`src/inc/supply_mon_pkg.sv`:
```
// Purpose: Shared constants for the power-on and supply supervision block
// Assumes: 100 MHz core clock, comparators arrive as asynchronous levels
// Notes:   Times are kept in their own unit and converted to cycles here
package supply_mon_pkg;
    // ------------------------------------------------------------
    // Timing
    // ------------------------------------------------------------
    localparam int CLK_MHZ = 100;
    localparam int DEGLITCH_US = 96;
    localparam int DEGLITCH_CYC = DEGLITCH_US * CLK_MHZ;
    localparam int CNT_W = 14;
    localparam int WAIT_W = 8;
    // One startup wait step in microseconds
    localparam int WAIT_STEP_US = 1;
    localparam int WAIT_STEP_CYC = WAIT_STEP_US * CLK_MHZ;
    // ------------------------------------------------------------
    // Settings and resets
    // ------------------------------------------------------------
    localparam int CHANNELS = 24;
    localparam int THRESH_W = 5;
    localparam int THRESH_BASE_V = 4;
    localparam int THRESH_STEP_V = 1;
    localparam logic [THRESH_W-1:0] THRESH_RST = 5'h00;
    localparam logic [WAIT_W-1:0] WAIT_RST = 8'h00;
    localparam logic [CHANNELS-1:0] ENABLE_RST = 24'h000000;
    // ------------------------------------------------------------
    // Supervisor states, Gray along power-on, wait, normal
    // ------------------------------------------------------------
    typedef enum logic [1:0] {
        ST_POR = 2'b00,
        ST_WAIT = 2'b01,
        ST_NORMAL = 2'b11
    } sup_state_t;
endpackage

```
`src/core/deglitch_filter.sv`:
```
// Purpose: Three-stage synchroniser plus a stability timer for one level
// Assumes: Input is asynchronous to i_clk
// Notes:   Output changes only after the level stayed put for HOLD_CYC cycles
`timescale 1ns/1ps
module deglitch_filter #(
    parameter int HOLD_CYC = 9600,
    parameter int CW = 14
) (
    input wire logic i_clk, // Core clock
    input wire logic i_rst, // Async reset, high
    input wire logic i_async, // Raw comparator level
    output logic o_level // Filtered level
);
    logic s1_r, s2_r, s3_r;
    logic lvl_r, lvl_nxt;
    logic [CW-1:0] cnt_r, cnt_nxt;

    // Stage one is read only by stage two
    always_ff @(posedge i_clk or posedge i_rst) begin
        if (i_rst) begin
            s1_r <= 1'b0;
            s2_r <= 1'b0;
            s3_r <= 1'b0;
        end else begin
            s1_r <= i_async;
            s2_r <= s1_r;
            s3_r <= s2_r;
        end
    end

    // Count while a settled new level differs from the output
    always_comb begin
        lvl_nxt = lvl_r;
        cnt_nxt = '0;
        if (s2_r == s3_r && s3_r != lvl_r) begin
            if (cnt_r == CW'(HOLD_CYC - 1)) begin
                lvl_nxt = s3_r;
            end else begin
                cnt_nxt = cnt_r + 1'b1;
            end
        end
    end

    always_ff @(posedge i_clk or posedge i_rst) begin
        if (i_rst) begin
            lvl_r <= 1'b0;
            cnt_r <= '0;
        end else begin
            lvl_r <= lvl_nxt;
            cnt_r <= cnt_nxt;
        end
    end

    assign o_level = lvl_r;
endmodule

```
`src/core/power_on_supply_monitor.sv`:
```
// Purpose: Power-on reset sequencing and supply supervision flags
// Assumes: Comparators are asynchronous levels; commands are one-cycle pulses
// Notes:   Lockout inputs act as a digital-core reset through the state logic
//
// Overview of operation
// - Either supply below lockout puts the block in power-on reset.
// - Power-on reset returns every register except the stored settings to its default.
// - Each power-on reset sets power-on and summary fault flags.
// - Before both supplies are good, outputs off and fault pin driven low.
// - Both supplies good: enter startup wait, release fault pin.
// - Startup wait runs a timer from stored length, then normal.
// - Power-on clear in startup wait clears flag, stops timer, goes normal.
// - Power-up copies stored settings; others take defaults.
// - Every channel is off in power-on reset, then follows the software enable request.
// - Reload command reloads settings, defaults others, clears power-on flag.
// - Power-on clear command clears the power-on flag in any state except power-on reset.
// - Reload command bit returns to zero by itself.
// - Supply undervoltage disables channels, holds fault low, sets flags.
// - Supply below low threshold sets warning and summary flags.
// - Fault clear clears the low-supply warning with other faults.
// - Low-supply warning assertion clears open and single-short faults.
// - Below low threshold, open and single-short detection suppressed.
// - Low threshold is a 5-bit code, 4 V to 35 V.
// - Low-supply comparator deglitched for 96 us.
// - Undervoltage comparator deglitched for 96 us.
`timescale 1ns/1ps
module power_on_supply_monitor #(
    parameter int DEG_CYC = supply_mon_pkg::DEGLITCH_CYC,
    parameter int STEP_CYC = supply_mon_pkg::WAIT_STEP_CYC
) (
    input wire logic i_clk, // Core clock, 100 MHz
    input wire logic i_rst, // Async reset, high
    input wire logic i_bias_undervolt_lockout, // Battery bias below lockout
    input wire logic i_reg_undervolt_lockout, // Regulator output below lockout
    input wire logic i_supply_uv, // Output supply undervoltage comparator
    input wire logic i_supply_low, // Output supply below low threshold
    input wire logic i_power_on_flag_clear_cmd, // Clear power-on flag pulse
    input wire logic i_reload_defaults_cmd, // Reload settings pulse
    input wire logic i_fault_clear_cmd, // Clear fault flags pulse
    input wire logic [7:0] i_nv_startup_wait_length, // Stored wait length
    input wire logic [4:0] i_nv_low_supply_threshold, // Stored threshold code
    input wire logic [23:0] i_channel_enable_req, // Channel enables from software
    input wire logic [4:0] i_low_supply_threshold_wr, // Threshold write data
    input wire logic i_low_supply_threshold_we, // Threshold write strobe
    input wire logic i_open_fault_det, // Open-circuit detector hit
    input wire logic i_sls_fault_det, // Single-LED short detector hit
    output logic [1:0] o_state, // Supervisor state
    output logic o_fault_pin_o, // Fault pin output level
    output logic o_fault_pin_oe, // Fault pin pull-down enable
    output logic [23:0] o_channel_enable, // Gated channel enables
    output logic [4:0] o_low_supply_threshold, // Threshold code to comparator
    output logic [5:0] o_threshold_volts, // Threshold in volts
    output logic o_reload_defaults_cmd, // Reload bit readback
    output logic o_power_on_flag, // Power-on history flag
    output logic o_fault_flag, // Summary fault flag
    output logic o_supply_undervolt_flag, // Supply undervoltage flag
    output logic o_low_supply_warning_flag, // Low-supply warning flag
    output logic o_open_fault_flag, // Latched open-circuit fault
    output logic o_sls_fault_flag // Latched single-LED short fault
);
    // ------------------------------------------------------------
    // Comparator filtering
    // ------------------------------------------------------------
    logic uv_f, low_f, low_d_r, undervolt_lockout;
    logic [2:0] bias_sync_r, reg_sync_r;
    logic bias_lvl_r, bias_lvl_nxt, reg_lvl_r, reg_lvl_nxt;

    deglitch_filter #(.HOLD_CYC(DEG_CYC), .CW(supply_mon_pkg::CNT_W)) u_uv (
        .i_clk(i_clk), .i_rst(i_rst),
        .i_async(i_supply_uv), .o_level(uv_f));

    deglitch_filter #(.HOLD_CYC(DEG_CYC), .CW(supply_mon_pkg::CNT_W)) u_low (
        .i_clk(i_clk), .i_rst(i_rst),
        .i_async(i_supply_low), .o_level(low_f));

    // Lockout level moves only once stages two and three agree
    always_comb begin
        bias_lvl_nxt = (bias_sync_r[1] == bias_sync_r[2]) ? bias_sync_r[2] : bias_lvl_r;
        reg_lvl_nxt = (reg_sync_r[1] == reg_sync_r[2]) ? reg_sync_r[2] : reg_lvl_r;
    end
    // Reset reads as low supply, so no false good-supply edge after reset
    always_ff @(posedge i_clk or posedge i_rst) begin
        if (i_rst) begin
            bias_sync_r <= 3'h7;
            reg_sync_r <= 3'h7;
            bias_lvl_r <= 1'b1;
            reg_lvl_r <= 1'b1;
            low_d_r <= 1'b0;
        end else begin
            bias_sync_r <= {bias_sync_r[1:0], i_bias_undervolt_lockout};
            reg_sync_r <= {reg_sync_r[1:0], i_reg_undervolt_lockout};
            bias_lvl_r <= bias_lvl_nxt;
            reg_lvl_r <= reg_lvl_nxt;
            low_d_r <= low_f;
        end
    end

    assign undervolt_lockout = bias_lvl_r | reg_lvl_r;

    // ------------------------------------------------------------
    // Supervisor state and startup timer
    // ------------------------------------------------------------
    supply_mon_pkg::sup_state_t state_r, state_nxt;
    logic [7:0] wait_len_r, wait_len_nxt, wait_cnt_r, wait_cnt_nxt;
    logic [13:0] step_r, step_nxt;

    always_comb begin
        state_nxt = state_r;
        wait_cnt_nxt = wait_cnt_r;
        step_nxt = step_r;
        case (state_r)
            supply_mon_pkg::ST_POR: begin
                wait_cnt_nxt = '0;
                step_nxt = '0;
                if (!undervolt_lockout) begin
                    state_nxt = supply_mon_pkg::ST_WAIT;
                end
            end
            supply_mon_pkg::ST_WAIT: begin
                if (i_power_on_flag_clear_cmd) begin
                    state_nxt = supply_mon_pkg::ST_NORMAL;
                end else if (wait_cnt_r >= wait_len_r) begin
                    state_nxt = supply_mon_pkg::ST_NORMAL;
                end else if (step_r == 14'(STEP_CYC - 1)) begin
                    step_nxt = '0;
                    wait_cnt_nxt = wait_cnt_r + 1'b1;
                end else begin
                    step_nxt = step_r + 1'b1;
                end
            end
            supply_mon_pkg::ST_NORMAL: begin
                wait_cnt_nxt = '0;
                step_nxt = '0;
            end
            default: begin
                state_nxt = supply_mon_pkg::ST_POR;
            end
        endcase
        if (undervolt_lockout) begin
            state_nxt = supply_mon_pkg::ST_POR;
        end
    end

    always_ff @(posedge i_clk or posedge i_rst) begin
        if (i_rst) begin
            state_r <= supply_mon_pkg::ST_POR;
            wait_cnt_r <= '0;
            step_r <= '0;
        end else begin
            state_r <= state_nxt;
            wait_cnt_r <= wait_cnt_nxt;
            step_r <= step_nxt;
        end
    end

    // ------------------------------------------------------------
    // Settings registers and flags
    // ------------------------------------------------------------
    logic in_por;
    logic [4:0] thresh_r, thresh_nxt;
    logic [23:0] en_r, en_nxt;
    logic reload_r, reload_nxt;
    logic por_r, por_nxt, err_r, err_nxt, uvf_r, uvf_nxt;
    logic lowf_r, lowf_nxt, open_r, open_nxt, sls_r, sls_nxt;

    assign in_por = (state_r == supply_mon_pkg::ST_POR);

    always_comb begin
        thresh_nxt = thresh_r;
        wait_len_nxt = wait_len_r;
        // Channels drop as soon as a lockout is seen
        en_nxt = undervolt_lockout ? supply_mon_pkg::ENABLE_RST : i_channel_enable_req;
        reload_nxt = 1'b0;
        por_nxt = por_r;
        err_nxt = err_r;
        uvf_nxt = uvf_r;
        lowf_nxt = lowf_r;
        open_nxt = open_r;
        sls_nxt = sls_r;
        if (in_por) begin
            thresh_nxt = i_nv_low_supply_threshold;
            wait_len_nxt = i_nv_startup_wait_length;
            en_nxt = supply_mon_pkg::ENABLE_RST;
            por_nxt = 1'b1;
            err_nxt = 1'b1;
            uvf_nxt = 1'b0;
            lowf_nxt = 1'b0;
            open_nxt = 1'b0;
            sls_nxt = 1'b0;
        end else begin
            if (i_low_supply_threshold_we) begin
                thresh_nxt = i_low_supply_threshold_wr;
            end
            if (i_power_on_flag_clear_cmd) begin
                por_nxt = 1'b0;
            end
            // Fault clear, and a reload, drop every fault flag
            if (i_fault_clear_cmd || i_reload_defaults_cmd) begin
                err_nxt = 1'b0;
                uvf_nxt = 1'b0;
                lowf_nxt = 1'b0;
                open_nxt = 1'b0;
                sls_nxt = 1'b0;
            end
            if (i_reload_defaults_cmd) begin
                reload_nxt = 1'b1;
                thresh_nxt = i_nv_low_supply_threshold;
                wait_len_nxt = i_nv_startup_wait_length;
                en_nxt = supply_mon_pkg::ENABLE_RST;
                por_nxt = 1'b0;
            end
            // Detection suppressed when low; set wins over clear
            if (!low_f && i_open_fault_det) begin
                open_nxt = 1'b1;
                err_nxt = 1'b1;
            end
            if (!low_f && i_sls_fault_det) begin
                sls_nxt = 1'b1;
                err_nxt = 1'b1;
            end
            // Warning onset clears open and short faults
            if (low_f && !low_d_r) begin
                open_nxt = 1'b0;
                sls_nxt = 1'b0;
            end
            if (low_f) begin
                lowf_nxt = 1'b1;
                err_nxt = 1'b1;
            end
            if (uv_f) begin
                uvf_nxt = 1'b1;
                err_nxt = 1'b1;
                en_nxt = supply_mon_pkg::ENABLE_RST;
            end
        end
    end

    always_ff @(posedge i_clk or posedge i_rst) begin
        if (i_rst) begin
            thresh_r <= supply_mon_pkg::THRESH_RST;
            wait_len_r <= supply_mon_pkg::WAIT_RST;
            en_r <= supply_mon_pkg::ENABLE_RST;
            reload_r <= 1'b0;
            por_r <= 1'b1;
            err_r <= 1'b1;
            uvf_r <= 1'b0;
            lowf_r <= 1'b0;
            open_r <= 1'b0;
            sls_r <= 1'b0;
        end else begin
            thresh_r <= thresh_nxt;
            wait_len_r <= wait_len_nxt;
            en_r <= en_nxt;
            reload_r <= reload_nxt;
            por_r <= por_nxt;
            err_r <= err_nxt;
            uvf_r <= uvf_nxt;
            lowf_r <= lowf_nxt;
            open_r <= open_nxt;
            sls_r <= sls_nxt;
        end
    end

    // ------------------------------------------------------------
    // Outputs
    // ------------------------------------------------------------
    // Linear code to volts
    function automatic logic [5:0] code_volts(input logic [4:0] code);
        code_volts = 6'(supply_mon_pkg::THRESH_BASE_V)
            + 6'(code) * 6'(supply_mon_pkg::THRESH_STEP_V);
    endfunction

    assign o_state = state_r;
    // Pull fault pin low in reset; and during undervoltage
    assign o_fault_pin_o = 1'b0;
    assign o_fault_pin_oe = in_por | uv_f;
    assign o_channel_enable = en_r;
    assign o_low_supply_threshold = thresh_r;
    assign o_threshold_volts = code_volts(thresh_r);
    // Reload bit self-clears after one cycle
    assign o_reload_defaults_cmd = reload_r;
    assign o_power_on_flag = por_r;
    assign o_fault_flag = err_r;
    assign o_supply_undervolt_flag = uvf_r;
    assign o_low_supply_warning_flag = lowf_r;
    assign o_open_fault_flag = open_r;
    assign o_sls_fault_flag = sls_r;

    // ------------------------------------------------------------
    // Checks
    // ------------------------------------------------------------
    a_por_on_lockout: assert property (@(posedge i_clk) disable iff (i_rst)
        undervolt_lockout |=> state_r == supply_mon_pkg::ST_POR) else $error("no reset on lockout");
    a_por_flags: assert property (@(posedge i_clk) disable iff (i_rst)
        in_por |=> por_r && err_r) else $error("power-on flags not set");
    a_por_outputs: assert property (@(posedge i_clk) disable iff (i_rst)
        in_por |-> o_fault_pin_oe && en_r == '0) else $error("outputs active in reset");
    a_wait_entry: assert property (@(posedge i_clk) disable iff (i_rst)
        in_por && !undervolt_lockout |=> state_r == supply_mon_pkg::ST_WAIT) else $error("no wait entry");
    a_clear_skip: assert property (@(posedge i_clk) disable iff (i_rst)
        state_r == supply_mon_pkg::ST_WAIT && i_power_on_flag_clear_cmd && !undervolt_lockout
        |=> state_r == supply_mon_pkg::ST_NORMAL && !por_r) else $error("clear did not skip");
    a_reload_pulse: assert property (@(posedge i_clk) disable iff (i_rst)
        reload_r |=> !reload_r || $past(i_reload_defaults_cmd)) else $error("reload stuck");
    a_uv_disable: assert property (@(posedge i_clk) disable iff (i_rst)
        uv_f && !in_por |=> en_r == '0 && uvf_r) else $error("uv did not disable");
    a_low_warn: assert property (@(posedge i_clk) disable iff (i_rst)
        low_f && !in_por |=> lowf_r && err_r) else $error("low warning missing");
    a_low_suppress: assert property (@(posedge i_clk) disable iff (i_rst)
        low_f && !in_por && !open_r |=> !open_r) else $error("open raised when low");
    a_volts_map: assert property (@(posedge i_clk) disable iff (i_rst)
        o_threshold_volts == {1'b0, thresh_r} + 6'h04) else $error("threshold map wrong");

    c_wait_to_normal: cover property (@(posedge i_clk) disable iff (i_rst)
        state_r == supply_mon_pkg::ST_WAIT ##1 state_r == supply_mon_pkg::ST_NORMAL);
    c_reload: cover property (@(posedge i_clk) disable iff (i_rst) reload_r);
    c_uv_trip: cover property (@(posedge i_clk) disable iff (i_rst) uv_f && !in_por);
    c_low_warn: cover property (@(posedge i_clk) disable iff (i_rst) low_f && !low_d_r);
endmodule

```
`config.mk`:
```
export PLATFORM = sky130hd
export DESIGN_NAME = power_on_supply_monitor
export DESIGN_NICKNAME = d
export VERILOG_FILES = /design/src/inc/supply_mon_pkg.sv /design/src/core/deglitch_filter.sv /design/src/core/power_on_supply_monitor.sv
export SDC_FILE = /design/constraint.sdc
export NUM_CORES = 1
export LEC_CHECK = 0
export BUFFER_PORTS_ARGS = -buffer_cell sky130_fd_sc_hd__buf_2
export CAP_MARGIN = 10
export CORE_MARGIN = 8
export CORE_UTILIZATION = 55
export DETAILED_ROUTE_END_ITERATION = 8
export PLACE_DENSITY = 0.79
export SYNTH_ARGS = -nofsm -noshare
export SYNTH_HDL_FRONTEND = slang
export SYNTH_HIERARCHICAL = 1
export SYNTH_SLANG_ARGS = --single-unit
```
`constraint.sdc`:
```
create_clock -name i_clk -period 2.4 [get_ports i_clk]
set_clock_uncertainty 0.05 [all_clocks]
set_input_delay 0.24 -clock i_clk [delete_from_list [all_inputs] [get_ports i_clk]]
set_output_delay 0.24 -clock i_clk [all_outputs]
set_load 0.005 [all_outputs]
```
* Yosys cells after proc, flatten, opt, wreduce, memory -nomap -nowiden
Cells that the tools add are included.
Widths: inputs -> output; s select.
** Storage, ports and cells
- Memory bits (writable) :: 0
- Bits in read-only memories :: 0
- Input bits :: 54
- Bits in latches :: 0
- Flip-flop bits (word level) :: 113
- Memories :: 0
** Cells by class
- Bitwise operators :: 2
- Shifts and indexed selects :: 0
- $mul :: 0
- Reductions and logical operators :: 24
- $add $sub $neg :: 5
- Multiplexer cells :: 45
- Equality and inequality tests :: 16
- Order comparisons :: 1
- Div/mod/pow operators :: 0
** Operators by type and width (number)
- $mux 14 :: 7
- $mux 24 :: 4
- $add 14x1->14 const B :: 3
- $mux 8 :: 5
- $eq 14x14->1 const B :: 2
- $pmux 14 s2 :: 1
- $mux 1 :: 20
- $pmux 8 s2 :: 1
- $mux 5 :: 3
- $eq 14x7->1 const B :: 1
- $reduce_bool 3->1 :: 4
- $add 8x1->8 const B :: 1
- $ge 8x8->1 :: 1
- $ne 2x2->1 const B :: 4
- $reduce_bool 4->1 :: 2
- $add 3x5->6 const A :: 1
- $mux 2 :: 3
- $pmux 2 s3 :: 1
- $reduce_and 2->1 :: 3
- $reduce_bool 6->1 :: 1
- $logic_and 1x1->1 :: 5
- $eq 1x1->1 :: 4
- $ne 4x4->1 const B :: 1
- $reduce_and 4->1 :: 1
- other kinds (10) :: 14

* Depth between registers and ports, before layout
- Word-level depth :: 7
- Depth in mapped cells :: 9

* By module
The synthesis kept the hierarchy.
** By module, submodules not included
- power_on_supply_monitor :: times used 1, area each 3542.1 µm², sequential area each 1939.4 µm², cells an instance 319
- deglitch_filter :: times used 2, area each 854.6 µm², sequential area each 450.4 µm², cells an instance 77

* Least setup slack after synthesis
Ideal clock, no wire load.
- Path type :: register to register
- Start :: register wait_cnt_r[2]
- End :: register step_r[12]
- Required time :: 2255 ps
- Library setup time :: 95 ps
- Stages on the path, launching flop included :: 9
- Path buffers :: 1
- Period minus slack after synthesis :: 2228 ps
- Slack :: 172 ps
- Arrival :: 2083 ps
- Cell sequence :: dfrtp_1 -> ha_1 -> or3_1 -> a21oi_1 -> a211o_2 -> a21boi_2 -> or3_4 -> buf_6 -> o31ai_1
** Between the ends
- Longest elaborated chain between the ends :: 3
** Ends and longest elaborated chain
- from (decl) :: RTL line power_on_supply_monitor.sv:104 : logic [7:0] wait_len_r, wait_len_nxt, wait_cnt_r, wait_cnt_nxt;
- from (signal assigned) :: RTL line power_on_supply_monitor.sv:151 : wait_cnt_r <= wait_cnt_nxt;
- $ge 8x8->1 :: RTL line power_on_supply_monitor.sv:122 : end else if (wait_cnt_r >= wait_len_r) begin
- $ne 2x2->1 (no line)
- $reduce_and 3->1 (no line)
- to (signal assigned) :: RTL line power_on_supply_monitor.sv:152 : step_r <= step_nxt;
- to (decl) :: RTL line power_on_supply_monitor.sv:105 : logic [13:0] step_r, step_nxt;
No other way between the ends.
A chain may end at the register's enable or synchronous reset.

* Worst setup path after layout
- Start :: register wait_cnt_r[6]
- End :: register wait_cnt_r[2]
** Between the ends
- Longest elaborated chain between the ends :: 3
** Ends and longest elaborated chain (RTL line)
- $ge 8x8->1 :: power_on_supply_monitor.sv:122
- $ne 2x2->1 (no line)
- $reduce_and 4->1 (no line)
No other way between the ends.

==> impl_metrics.toml <==
[power_and_ir_drop]
p_per_area_nw_per_um2 = 732
p_leak_uw = 0.00341
ir_worst_vdd_mv = 0.509

[finish]
synthToLayoutAreaGrowth_pct = 34.4
drive_gt1_share_pct = 30.5
final_common_cell = "dfrtp_1"
final_cell_mix = "103 x dfrtp_1, 98 x buf_2, 52 x dlygate4sd3_1, 49 x nor2_1"
antenna_cells = 0
utilization_pct = 76.4
fin_nets = 709
stdcell_count = 779
fillers = 549
fin_area_um2 = 7060

[synthesis]
ys_ff_latch = 113
postSynthAreaPerCell_um2 = 11.1
syn-num-nets = 545
synth_top_family_by_area = "simple AND/OR/NAND/NOR gates"
synth_edf_count = 0
synth-seq-area-share_pct = 54.1
synth_cell_types = 60
muxShareOfSynthArea_pct = 2.86
synth_warnings = 6
ys.flop_type = "dfrtp_1"
synth_simple_gate_area_share_pct = 19.9
async_reset_ff_share_pct = 100
postSynthCellCount = 473
synth_fa_ha_area_share_pct = 4.67
synth-compound-area-share_pct = 10.6
synthesis.area_um2 = 5250
yosys.area_share.xor_xnor_pct = 4.17

[outcome]
violations = "setup timing"
outcome = "finished, violations left"

[setup_path]
cp.required_ns = 2.73
startpoint = "wait_cnt_r[6]"
r2r_end = "wait_cnt_r[2]"
r2r_setup_slack_ns = -0.02
end_kind = "flip-flop"
worstRegToRegCells = 8
worstPathMaxFanout = 9
timing.rr.start = "wait_cnt_r[6]"
critPathKind = "flip-flop to flip-flop"
start_kind = "flip-flop"
worstPathArrival_ns = 2.74

[drt]
drtAntennaViolNets = 0
drc = 0
finalWirelength_mm = 14.1
drt_iter0_drc = 254
vias = 4327
dr.pass1.iters = 7
vias_per_cell = 5.55
wl_per_cell_um = 18.1

[grt]
grt_pass1_wl_mm = 22.5
grt_pass1_vias = 4402
antenna_found_initial = 0
grt.overflow.total = 0
met3_usage_pct = 6.34
grt_max_degree = 30
use_met2_pct = 37.0
track_usage_pct = 22.1
grt.met1_usage_pct = 26.1
busiest_layer = "met2"

[clocking]
root_buffer = "clkbuf_8"
tritoncts = "yes"
cts.htree.levels = 4
clk_latency_ns = 0.51
cts_buffers = 17
numClockSinks = 113
clkTransAtPathRegs_ns = 0.05
cts_buffer_depth = 2

[floorplanning]
die_w_um = 114
top_level_ports = 100
die_h_um = 114
coreArea_um2 = 9240
die-area_um2 = 12900
core.rowCount = 35
initial_utilization_pct = 56.8

[sta]
hold_viol = 0
setup_ws_ns = -0.0156
slew_headroom_pct = 53.5
finalSetupViolations = 2
fmax_mhz = 414
post-route-period-util_pct = 101
worst_pin_slew_ns = 0.697
period_needed_ns = 2.42
finalMaxSlewViolations = 0

[placement]
pre_cts_ws_ns = 0.0762
dpl_cell_area_um2 = 5890
port_buffers = 98
place_inst = 692
hpwl_mm = 8.32
gp_congestion = 0.864

[hold_path]
whs_path_depth = 2
holdPathEnd = "o_reload_defaults_cmd"
min_path_type = "input port to flip-flop"
hold_start = "i_reload_defaults_cmd"

[flow_run]
maxCapViolCount = 0
==> cell usage after synthesis (all sizes together) (3+ instances only) <==
cell type | number | share of area (%)
dfrtp | 103 | 49
o31ai | 25 | 4.1
nor3b | 3 | 0.52
nor3 | 8 | 0.76
xor2 | 11 | 1.8
dfstp | 10 | 5.0
clkbuf | 8 | 0.57
xnor2 | 14 | 2.3
nand2b | 4 | 0.48
mux2i | 6 | 1.1
a31oi | 4 | 0.48
and2 | 26 | 3.1
nor2 | 51 | 3.7
ha | 18 | 4.3
nand4 | 11 | 2.0
and4 | 3 | 0.55
a21oi | 10 | 1.0
and3 | 15 | 1.8
inv | 20 | 1.4
mux2 | 8 | 1.7
nand2 | 28 | 2.1
nand3 | 20 | 2.4
nor4 | 6 | 1.1
buf | 11 | 1.6
o21ai | 20 | 1.9
o41ai | 4 | 0.67
==> flip-flops by register name, indices dropped and copies added (netlist names), 5 cells and up <==
name                    count
u_uv/cnt_r                 14
wait_cnt_r                  8
wait_len_r                  8
u_low/cnt_r                14
step_r                     14
o_low_supply_threshold      5
o_channel_enable           24
==> where the power goes <==
| part | total (uW) | switching, uW | internal [uW] |
|---|---|---|---|
| sequential | 2060 | 69.7 | 1990 |
| clock | 2500 | 864 | 1630 |
| combinational | 603 | 325 | 278 |
| total | 5170 | 1260 | 3910 |
==> worst max-delay path: stages, from the launching register on <==
cell and delay, ns:
dfrtp_1 0.44, ha_1 0.33, a21o_1 0.23, a211oi_4 0.33, nor3b_4 0.28, a21oi_2 0.10, buf_4 0.18, o21ai_0 0.24
o21ai_1 0.12
==> through the flow <==
stage                     power (uW)  TNS (ns)  hold WS, ns
after floorplan                 2380         0        0.129
after global placement          2540         0        0.254
after detailed placement        2570         0        0.276
after CTS                       5150         0      0.00196
after global routing            5350    -0.222       0.0120
final                           5170   -0.0235       0.0234
==> routing by layer <==
metal | part of all wire [%] | vias up
li1 | - | 1988
met1 | 40 | 2130
met2 | 51 | 170
met3 | 6.3 | 39
met4 | 3.0 | 0
met5 | 0 | -
==> logic make-up (layout without fill, tap and decap cells) <==
group           after synthesis  after routing
flops                       113            113
simple gates                183            184
compound gates               78             78
xor+xnor                     25             25
other cells                   1              1
mux                          14             14
fa+ha+maj                    20             20
buf+inv                      39            215
==> layout make-up <==
| class | instances | area, um2 | share of cell area, % |
|---|---|---|---|
| clock buffers | 23 | 457 | 6.47 |
| flip-flops and latches | 113 | 2840 | 40.2 |
| multi-input cells | 322 | 2270 | 32.2 |
| clock inverters | 9 | 131 | 1.86 |
| well taps | 129 | 161 | 2.29 |
| inverters | 20 | 75.1 | 1.06 |
| repair buffers | 163 | 1120 | 15.9 |
==> timing repair <==
action | in CTS | in global routing
buffers inserted | 0 | 2
cloned | 0 | 1
pin swaps | 0 | 2
hold buffers | 52 | 0
endpoints found under the setup margin | 2 | 14
gates resized for setup | 2 | 8
endpoints found under the hold margin | 93 | 0
==> worst max path at each step <==
| stage | to |
|---|---|
| after floorplan | low_d_r |
| after global routing | wait_cnt_r[2] |
| after global placement | step_r[9] |
| after CTS | wait_cnt_r[4] |
| after detailed placement | wait_cnt_r[4] |
| final | wait_cnt_r[2] |
Power figures use the tool's default switching activity.
